## src/pkg/mppc_regs.vh

```
// constants for the multiplexed pixel port capture stage
// assumes inclusion by bare name from rtl files
`ifndef MPPC_REGS_VH
`define MPPC_REGS_VH
`define MPPC_SETS          8
`define MPPC_CHAN_W        8
`define MPPC_PIX_W         24
`define MPPC_PORT_W        64
`define MPPC_FIFO_DEPTH    8
`define MPPC_FIFO_AW       3
`define MPPC_WORD_W        28
`define MPPC_SET_LAST      3'h7
// pixel clock enable divider: pixel slot every PIX_DIV+1 ref_clk cycles
`define MPPC_PIX_DIV       3'h1
`define MPPC_BLANK_LVL     8'h00
`define MPPC_PED_LVL       8'h10
`endif

```

## src/rtl/mppc_fifo.v

```verilog
// generic valid/ready fifo with width and depth parameters
// assumes one clock, asynchronous active-high reset
module mppc_fifo #(
    parameter W  = 28,
    parameter D  = 8,
    parameter AW = 3
) (
    input  wire          ref_clk,
    input  wire          rst,
    input  wire [W-1:0]  in_data,
    input  wire          in_valid,
    output wire          in_ready,
    output wire [W-1:0]  out_data,
    output wire          out_valid,
    input  wire          out_ready
);
    reg [W-1:0]  mem [0:D-1];
    reg [AW-1:0] wp_r;
    reg [AW-1:0] rp_r;
    reg [AW:0]   cnt_r;
    wire         wr;
    wire         rd;

    assign in_ready  = (cnt_r != D);
    assign out_valid = (cnt_r != 0);
    assign out_data  = mem[rp_r];
    assign wr        = in_valid & in_ready;
    assign rd        = out_valid & out_ready;

    always @(posedge ref_clk)
    begin
        if (wr)
            mem[wp_r] <= in_data;
    end

    always @(posedge ref_clk or posedge rst)
    begin
        if (rst)
        begin
            wp_r  <= {AW{1'b0}};
            rp_r  <= {AW{1'b0}};
            cnt_r <= {(AW+1){1'b0}};
        end
        else
        begin
            if (wr)
                wp_r <= wp_r + 1'b1;
            if (rd)
                rp_r <= rp_r + 1'b1;
            if (wr & ~rd)
                cnt_r <= cnt_r + 1'b1;
            else if (rd & ~wr)
                cnt_r <= cnt_r - 1'b1;
        end
    end
endmodule // mppc_fifo

```

## src/rtl/mppc_capture.v

```verilog
// capture stage of the wide multiplexed pixel port
// assumes pins are asynchronous to ref_clk; strobe much slower than ref_clk
//
// Operation
// capture eight 24-bit pixel sets per strobe rise
// blank low forces blanking level output
// blank and syncs sampled with pixel data
// pedestal select bit chooses blanking pedestal
// field parity: zero even, one odd
// controller changes parity only in vertical blank
// strobe is reference; pixel rate eight times (slots here come from a fixed divider instead)
// serialize sets A through H, one per slot
`include "mppc_regs.vh"
module mppc_capture (
    input  wire         ref_clk,
    input  wire         rst,
    input  wire         pixel_load_strobe,
    input  wire [63:0]  red_pixel_inputs,
    input  wire [63:0]  green_pixel_inputs,
    input  wire [63:0]  blue_pixel_inputs,
    input  wire         blank_n,
    input  wire         hsync_in,
    input  wire         vsync_in,
    input  wire         odd_even_in,
    input  wire         pedestal_select_bit,
    output reg  [7:0]   red_out,
    output reg  [7:0]   green_out,
    output reg  [7:0]   blue_out,
    output reg          blank_out,
    output reg          hsync_out,
    output reg          vsync_out,
    output reg          odd_field,
    output reg          pix_valid,
    output reg          overflow
);
    // pixel words from the pins pass two flops; data is held stable around
    // the strobe, so the bus sampled on the strobe edge is the one consumed
    reg [191:0] px_s1_r;
    reg [191:0] px_s2_r;
    reg [3:0]   ctl_s1_r;
    reg [3:0]   ctl_s2_r;
    reg         ld_s1_r;
    reg         ld_s2_r;
    reg         ld_d_r;
    reg         ped_s1_r;
    reg         ped_s2_r;
    reg [191:0] set_r;
    reg [3:0]   ctl_r;
    reg         busy_r;
    reg [2:0]   idx_r;
    reg [2:0]   div_r;
    wire        ld_rise;
    wire        slot_en;
    wire        f_in_ready;
    wire [27:0] f_out_data;
    wire        f_out_valid;
    wire        f_out_ready;
    wire [27:0] f_in_data;
    wire [2:0]  idx_nxt;

    function [23:0] pick_set;
        input [191:0] s;
        input [2:0]   i;
        begin
            pick_set = s[i*24 +: 24];
        end
    endfunction

    function [7:0] lane;
        input [63:0] bus;
        input [2:0]  i;
        begin
            lane = bus[i*8 +: 8];
        end
    endfunction

    // blanking level, raised to the pedestal when selected
    function [7:0] blank_lvl;
        input ped;
        begin
            blank_lvl = ped ? `MPPC_PED_LVL : `MPPC_BLANK_LVL;
        end
    endfunction

    // set A sits in the low byte of each colour bus
    integer k;
    reg [191:0] px_pack;
    always @*
    begin
        px_pack = 192'h0;
        for (k = 0; k < 8; k = k + 1)
            px_pack[k*24 +: 24] = {lane(red_pixel_inputs, k[2:0]),
                                   lane(green_pixel_inputs, k[2:0]),
                                   lane(blue_pixel_inputs, k[2:0])};
    end

    // slots are paced by a fixed divider, not by the strobe period; a strobe
    // arriving before eight slots are out restarts the line and flags overflow
    assign ld_rise     = ld_s2_r & ~ld_d_r;
    assign slot_en     = (div_r == `MPPC_PIX_DIV);
    assign idx_nxt     = idx_r + 3'h1;
    assign f_in_data   = {ctl_r, pick_set(set_r, idx_r)};
    assign f_out_ready = 1'b1;

    // two-flop synchronisers for every pin; the second stage is read, and on the strobe a third flop too
    always @(posedge ref_clk or posedge rst)
    begin
        if (rst)
        begin
            px_s1_r  <= 192'h0;
            px_s2_r  <= 192'h0;
            ctl_s1_r <= 4'h1;
            ctl_s2_r <= 4'h1;
            ld_s1_r  <= 1'b0;
            ld_s2_r  <= 1'b0;
            ld_d_r   <= 1'b0;
            ped_s1_r <= 1'b0;
            ped_s2_r <= 1'b0;
        end
        else
        begin
            px_s1_r  <= px_pack;
            px_s2_r  <= px_s1_r;
            ctl_s1_r <= {blank_n, hsync_in, vsync_in, odd_even_in};
            ctl_s2_r <= ctl_s1_r;
            ld_s1_r  <= pixel_load_strobe;
            ld_s2_r  <= ld_s1_r;
            ld_d_r   <= ld_s2_r;
            ped_s1_r <= pedestal_select_bit;
            ped_s2_r <= ped_s1_r;
        end
    end

    // capture and serialize; a new strobe restarts at set A
    always @(posedge ref_clk or posedge rst)
    begin
        if (rst)
        begin
            set_r    <= 192'h0;
            ctl_r    <= 4'h8;
            busy_r   <= 1'b0;
            idx_r    <= 3'h0;
            div_r    <= 3'h0;
            overflow <= 1'b0;
        end
        else
        begin
            div_r <= slot_en ? 3'h0 : div_r + 3'h1;
            if (ld_rise)
            begin
                set_r    <= px_s2_r;
                ctl_r    <= ctl_s2_r;
                idx_r    <= 3'h0;
                busy_r   <= 1'b1;
                overflow <= busy_r;    // previous line not fully sent
            end
            else if (busy_r & slot_en & f_in_ready)
            begin
                idx_r <= idx_nxt;
                if (idx_r == `MPPC_SET_LAST)
                    busy_r <= 1'b0;
            end
        end
    end

    // the drain never stalls, so in_ready only matters if the output stage
    // ever gains back-pressure
    mppc_fifo #(
        .W  (`MPPC_WORD_W),
        .D  (`MPPC_FIFO_DEPTH),
        .AW (`MPPC_FIFO_AW)
    ) u_mppc_fifo (
        .ref_clk   (ref_clk),
        .rst       (rst),
        .in_data   (f_in_data),
        .in_valid  (busy_r & slot_en & ~ld_rise),
        .in_ready  (f_in_ready),
        .out_data  (f_out_data),
        .out_valid (f_out_valid),
        .out_ready (f_out_ready)
    );

    // output stage; blank wins over colour data
    // pedestal bit is taken live from its second sync flop, so a change shows only in words written two cycles later or after
    always @(posedge ref_clk or posedge rst)
    begin
        if (rst)
        begin
            red_out   <= `MPPC_BLANK_LVL;
            green_out <= `MPPC_BLANK_LVL;
            blue_out  <= `MPPC_BLANK_LVL;
            blank_out <= 1'b1;
            hsync_out <= 1'b0;
            vsync_out <= 1'b0;
            odd_field <= 1'b0;
            pix_valid <= 1'b0;
        end
        else
        begin
            pix_valid <= f_out_valid;
            if (f_out_valid)
            begin
                hsync_out <= f_out_data[26];
                vsync_out <= f_out_data[25];
                odd_field <= f_out_data[24];
                blank_out <= ~f_out_data[27];
                if (!f_out_data[27])
                begin

                    red_out   <= blank_lvl(ped_s2_r);
                    green_out <= blank_lvl(ped_s2_r);
                    blue_out  <= blank_lvl(ped_s2_r);
                end
                else
                begin
                    red_out   <= f_out_data[23:16];
                    green_out <= f_out_data[15:8];
                    blue_out  <= f_out_data[7:0];
                end
            end
        end
    end
endmodule // mppc_capture

```

## config.mk

```make
export PLATFORM = sky130hd
export DESIGN_NAME = mppc_capture
export DESIGN_NICKNAME = d
export VERILOG_FILES = /design/src/rtl/mppc_fifo.v /design/src/rtl/mppc_capture.v
export VERILOG_INCLUDE_DIRS = /design/src /design/src/pkg
export SDC_FILE = /design/constraint.sdc
export NUM_CORES = 1
export LEC_CHECK = 0
export BUFFER_PORTS_ARGS = -buffer_cell sky130_fd_sc_hd__buf_2
export CAP_MARGIN = 0
export CORE_AREA = 2 2 317 319
export DETAILED_ROUTE_END_ITERATION = 6
export DIE_AREA = 0 0 319 321
export HOLD_SLACK_MARGIN = 0.03
export SYNTH_ARGS = -nofsm -noshare
export SYNTH_HDL_FRONTEND = slang
export SYNTH_HIERARCHICAL = 1
export SYNTH_SLANG_ARGS = --single-unit
```

## constraint.sdc

```tcl
create_clock -name ref_clk -period 32.3 [get_ports ref_clk]
set_clock_uncertainty 0.05 [all_clocks]
set_input_delay 3.23 -clock ref_clk [delete_from_list [all_inputs] [get_ports ref_clk]]
set_output_delay 3.23 -clock ref_clk [all_outputs]
set_load 0.005 [all_outputs]
```

# Word level (Yosys, flattened, before mapping)
# Memories as Yosys holds them, arrays and structs flattened.
# Cells that the tools add are included.
[classes] bitwise_logic=12 n_reduce_logical=5 div_mod_pow=0 shift=1 add_sub_neg=6 n_eq_ne=3 n_mux=14 multipliers=1 magnitude_cmp=0
[op_table] cell="$shiftx 192x9->24" n=1
[op_table] cell="$mux 8" n=3
[op_table] cell="$add 3x1->3 const B" n=4
[op_table] cell="$mux 3" n=3
[op_table] cell="$mux 4" n=2
[op_table] cell="$and 1x1->1" n=7
[op_table] cell="$reduce_bool 2->1" n=3
[op_table] cell="$mul 3x2->5 const B" n=1
[op_table] cell="$mux 1" n=5
[op_table] cell="$mux 5" n=1
[op_table] cell="$not 1->1" n=5
[op_table] cell="$add 4x1->4 const B" n=1
[op_table] cell="$ne 4x4->1 const B" n=1
[op_table] cell="$reduce_bool 4->1" n=1
[op_table] cell="$sub 4x1->4 const B" n=1
[op_table] cell="$eq 3x1->1 const B" n=1
[op_table] cell="$eq 3x3->1 const B" n=1
[op_table] cell="$reduce_and 2->1" n=1
[totals] ramBits=224 romBits=0 wordCells=69 register_bits=640 latch_bits=0 memories=1 in_bits=200 output_inout_bits=30
[memory_table] memory="u_mppc_fifo.mem" words=8 width=28 rd=1 rd_clocked_by_memory_dff=0 write_ports=1 line_no="mppc_fifo.v:17" source="reg [W-1:0] mem [0:D-1];"

# Logic depth before layout (Yosys ltp)
[logic_depth] ltp_word=9 mapped_depth=12 depth_no_buf=10

# Cells and area by module
# The synthesis kept the hierarchy.
[modules_own_cells] mod="mppc_capture" n_inst=1 seq_area_each_um2=15770.1 area_per_inst_um2=20397.1 cells_each=1465
[modules_own_cells] mod="mppc_fifo" n_inst=1 seq_area_each_um2=6976.7 area_per_inst_um2=9026.2 cells_each=386

# Worst setup path before layout
# OpenSTA, ideal clock, no wires.
[synth_path] path_kind="flip-flop to output port" from="reg blank_out" to="out blank_out" arrival_time_ns=0.510 required_ns=29.020 setup_slack_ns=28.510 path_buffers=0 stages_incl_launch_ff=1 cell_sequence="dfstp_2"
[synth_lines] item="from (decl)" line_no="mppc_capture.v:29" source="output reg blank_out,"
[synth_lines] item="from (signal assigned)" line_no="mppc_capture.v:206" source="blank_out <= ~f_out_data[27];"
# No word-level cell between the ends.

==> impl.org <==
** Hold path
- The worst hold path begins at px_s1_r[81]$_DFF_PP0_.
- Classification of the worst-slack hold path :: flop to flop

** STA
- For the pin with the worst max-slew slack, the measured transition is between 1 and 1.5 ns.
- Upper clock frequency limit :: 168 MHz
- The worst path meets setup with approximately 26 ns of slack.
- Final Cycle Share :: a little under a fifth
- The total count of hold-check failures in the final report was 0.
- For the final routed database, the setup TNS stands at 0 ns.
- Final min period :: around 5.9 ns
- Final count of pins violating max slew :: 0
- Final worst hold slack :: 0.292 ns
- Headroom to the max-slew limit came out at 20.5%.
- Unrepaired setup endpoints after global routing :: false
- Number of endpoints failing setup at the final stage :: 0

** Layout
- Layout cells sized above 1 :: 24.4%
- Area overhead of the layout relative to synthesis :: 19.2%
- Nets :: around 2300
- Layout Cells excl Fill :: around 3500
- Utilization after layout :: 35.3%

** Yosys
- The most used flip-flop cell after synthesis is sky130_fd_sc_hd__dfrtp_1.
- After synthesis the cells add up to just under 0.03 mm².
- After synthesis, the largest family of logic cells by area is multiplexers.
- Of the total synthesized cell area, the portion taken by XOR and XNOR cells is less than 1%.
- Avg Inst Size Synth :: about 16 µm²
- The synthesized netlist contains 34 unique library cells.
- Share of the yosys chip area belonging to registers :: 77.3%
- Async set-reset flop share out of synthesis :: about 74%
- Counting flops with a built-in enable in the synthesized netlist gives between 200 and 250.
- The synthesized netlist devotes less than 1% of its cell area to adder and majority cells.
- In this run, synthesis produced a sequential element count of about 860.
- Yosys printed 6 warnings.
- Summing the areas of all compound-gate instances in the mapped netlist gives less than 1% of the synthesized area.
- Proportion of synthesized area in mux cells :: 10.9%
- Counting every instance in the synthesized netlist gives approximately 1900.
- The synthesized netlist devotes under 10% of its cell area to simple gates.

** GRT
- All-Layer GR Usage :: around an eighth
- Entering global routing, the biggest net connects 210 pins.
- The first global-routing pass estimated approximately 97000 µm of wire.
- Initial antenna violation count :: 7
- For this run the aggregate overflow at the end of global routing stands at 0.
- The number of global-route vias before repair was roughly 16000.

** Detailed routing
- The first routing iteration left 929 violations.
- Via-to-Cell Ratio :: ~4.3
- Post-detailed-route DRC marker count :: 0
- Detailed-route via count :: between 10000 and 15000
- Average routed wire per standard cell :: approximately 18 µm
- Antenna Nets Post-Route :: 0
- The routed design has approximately 63000 µm of wire.
- For this run, the detailed router's first-pass iteration total came to 5.

** Placed design
- Number of buffers added on ports :: between 200 and 250
- DPL Wire Length :: ~39000 µm
- Worst slack after detailed placement :: 25.58 ns
- The congestion estimate from routability-driven global placement came to 0.710.
- Number of cells in the design after placement :: between 3000 and 4000

** Clock network
- Number of sinks driven by the clock tree :: around 860
- The H-tree generated during clock tree synthesis spans 3 levels.
- After clock tree synthesis, the flow added hold-fix buffers numbering 0.
- At the later pin of the worst-skew pair, clock insertion delay measures between 0.6 and 0.7 ns.
- Clock-pin slew reported for the worst setup and hold paths after clock tree synthesis :: 0.06 ns
- Clock root buffer master :: sky130_fd_sc_hd__clkbuf_16
- Post-CTS repair changed the size of 0 cells.
- Clock tree from TritonCTS :: built
- Worst-case clock buffer depth :: 3
- Post-CTS timing repair inserted 0 buffers for setup.
- In this run, CTS created clock tree buffers numbering 90.

** Die
- Count of pins on the block boundary :: 230
- The floorplan step set the die width to between 300 and 400 µm.
- Total die area :: between 0.1 and 0.15 mm²
- The floorplan has 116 rows.
- From bottom edge to top edge, the die measures approximately 320 µm.
- Core ar. :: about 0.099 mm²
- The initial utilization of the core area, before any placement, comes to ~30%.

** Pwr
- Maximum VDD drop :: 0.0481 mV
- The analysis attributes to cell leakage a power of 15.4 nW.
- Power spread over the standard cell area amounts to 83.6 mW/mm².

** Setup path
- The critical path starts at rst.
- The worst register-to-register path has a depth of 11.
- Across all register-to-register paths, the minimum setup slack is approximately 29 ns.
- Worst Setup Start Kind :: input port
- Startpoint of the worst-slack reg-to-reg timing path :: ld_s2_r$_DFF_PP0_
- Critical Path AT :: between 6 and 7 ns
- Type of the worst setup path :: input port to asynchronous set/reset pin
- Crit path to :: px_s2_r[52]$_DFF_PP0_
- Data on the critical path is required at its endpoint by roughly 33 ns.
- Maximum fanout count along the critical path :: about 210
- Endpoint class of the critical path :: asynchronous set/reset pin
- End of the worst register-to-register path :: u_mppc_fifo/cnt_r[3]$_DFFE_PP0P_

** Status
- The flow ran to the end, and the final reports show no timing, DRC or antenna violations.

** Flow run
- Max capacitance violation total :: 0
-- sequential cells by signal, indices dropped and copies added, names as in the netlist, 3 cells and up --
| register | flops |
|---|---|
| set_r | 192 |
| idx_r | 3 |
| green_out | 8 |
| u_mppc_fifo/cnt_r | 4 |
| blue_out | 8 |
| px_s1_r | 192 |
| red_out | 8 |
| ctl_s2_r | 4 |
| u_mppc_fifo/rp_r | 3 |
| u_mppc_fifo/mem | 224 |
| u_mppc_fifo/wp_r | 3 |
| div_r | 3 |
| ctl_s1_r | 4 |
| ctl_r | 4 |
| px_s2_r | 192 |
-- cells by family after synthesis --
kind of cell / Yosys count
flip-flops: 864
AND/OR/NAND/NOR: 654
multiplexers: 165
buffers and inverters: 113
AO/OA/AOI/OAI: 39
adder cells (fa/ha/maj): 8
XOR/XNOR: 7
other: 1
-- placed cells by master (no fill, tap or decap), types with 3 or more instances in the layout --
master,synthesis,layout
sky130_fd_sc_hd__nor2_1,10,4
sky130_fd_sc_hd__inv_6,0,3
sky130_fd_sc_hd__dfrtp_2,0,4
sky130_fd_sc_hd__mux4_2,58,58
sky130_fd_sc_hd__nand2_1,597,597
sky130_fd_sc_hd__o21ai_0,25,25
sky130_fd_sc_hd__clkinv_2,0,22
sky130_fd_sc_hd__mux2_2,57,57
sky130_fd_sc_hd__clkbuf_16,0,93
sky130_fd_sc_hd__bufinv_16,0,8
sky130_fd_sc_hd__dfrtp_1,636,630
sky130_fd_sc_hd__mux4_1,46,46
sky130_fd_sc_hd__nand3b_1,3,3
sky130_fd_sc_hd__inv_1,28,27
sky130_fd_sc_hd__ha_1,7,7
sky130_fd_sc_hd__clkbuf_1,38,16
sky130_fd_sc_hd__mux2i_1,3,3
sky130_fd_sc_hd__nor2_4,0,6
sky130_fd_sc_hd__nand3_1,28,28
sky130_fd_sc_hd__dfstp_2,4,4
sky130_fd_sc_hd__buf_2,36,229
sky130_fd_sc_hd__clkbuf_8,0,17
sky130_fd_sc_hd__or3_1,4,4
sky130_fd_sc_hd__edfxtp_1,224,224
sky130_fd_sc_hd__xnor2_1,7,7
sky130_fd_sc_hd__buf_4,0,17
sky130_fd_sc_hd__a21oi_1,10,10
-- stage by stage --
stage	instance area [µm²]	power, mW
after floorplan	29400	1.70
after global placement	32000	1.90
after detailed placement	32000	1.92
after CTS	35100	2.99
after global routing	35100	3.08
final	35100	2.93
-- synth_stat cells (all sizes together) (3+ instances only) --
cell type	instances	share of area (%)
a21oi	10	0.17
buf	47	1.0
clkbuf	38	0.48
dfrtp	636	54
dfstp	4	0.36
edfxtp	224	23
ha	7	0.30
inv	28	0.36
mux2	58	2.2
mux2i	3	0.10
mux4	104	8.5
nand2	597	7.6
nand2b	3	0.064
nand3	28	0.48
nand3b	3	0.077
nor2	10	0.13
o21ai	25	0.43
or3	4	0.085
xnor2	7	0.21
-- final cells by class --
type	count	area [µm²]
multi-input combinational	875	6210
inverter	28	113
clock buffer	126	2620
clock inverter	40	460
antenna	1	2.50
sequential	864	22800
tap	1298	1620
timing repair buffer	247	1290
fill	9455	64200
-- worst max-delay path, cell delays in order --
cell and delay [ns]:
sky130_fd_sc_hd__buf_2 0.14, sky130_fd_sc_hd__inv_8 0.55, sky130_fd_sc_hd__buf_4 0.71, sky130_fd_sc_hd__buf_4 0.73, sky130_fd_sc_hd__buf_12 0.70
-- where the power goes --
group	total, mW	switching (mW)	internal, mW
clock	1.05	0.421	0.633
sequential	1.34	0.0722	1.27
combinational	0.535	0.316	0.219
-- layer usage --
metal / vias to the layer above / routed length, µm / global-route usage [%]
li1: 6827 / - / -
met1: 7643 / 27100 / 16.1
met2: 340 / 30700 / 20.8
met3: 102 / 3120 / 2.85
met4: 0 / 2140 / 4.93
met5: - / 0 / 0
-- worst min-delay path by stage --
stage	to	cells past startpoint	slack [ns]
final	px_s2_r[81]$_DFF_PP0_	0	0.29
after global routing	px_s2_r[101]$_DFF_PP0_	0	0.30
after CTS	px_s2_r[106]$_DFF_PP0_	0	0.30
after detailed placement	px_s2_r[106]$_DFF_PP0_	0	0.28
after global placement	px_s2_r[86]$_DFF_PP0_	0	0.28
after floorplan	ctl_s2_r[1]$_DFF_PP0_	0	0.28
Note: power is estimated with default switching activity, not from simulation.
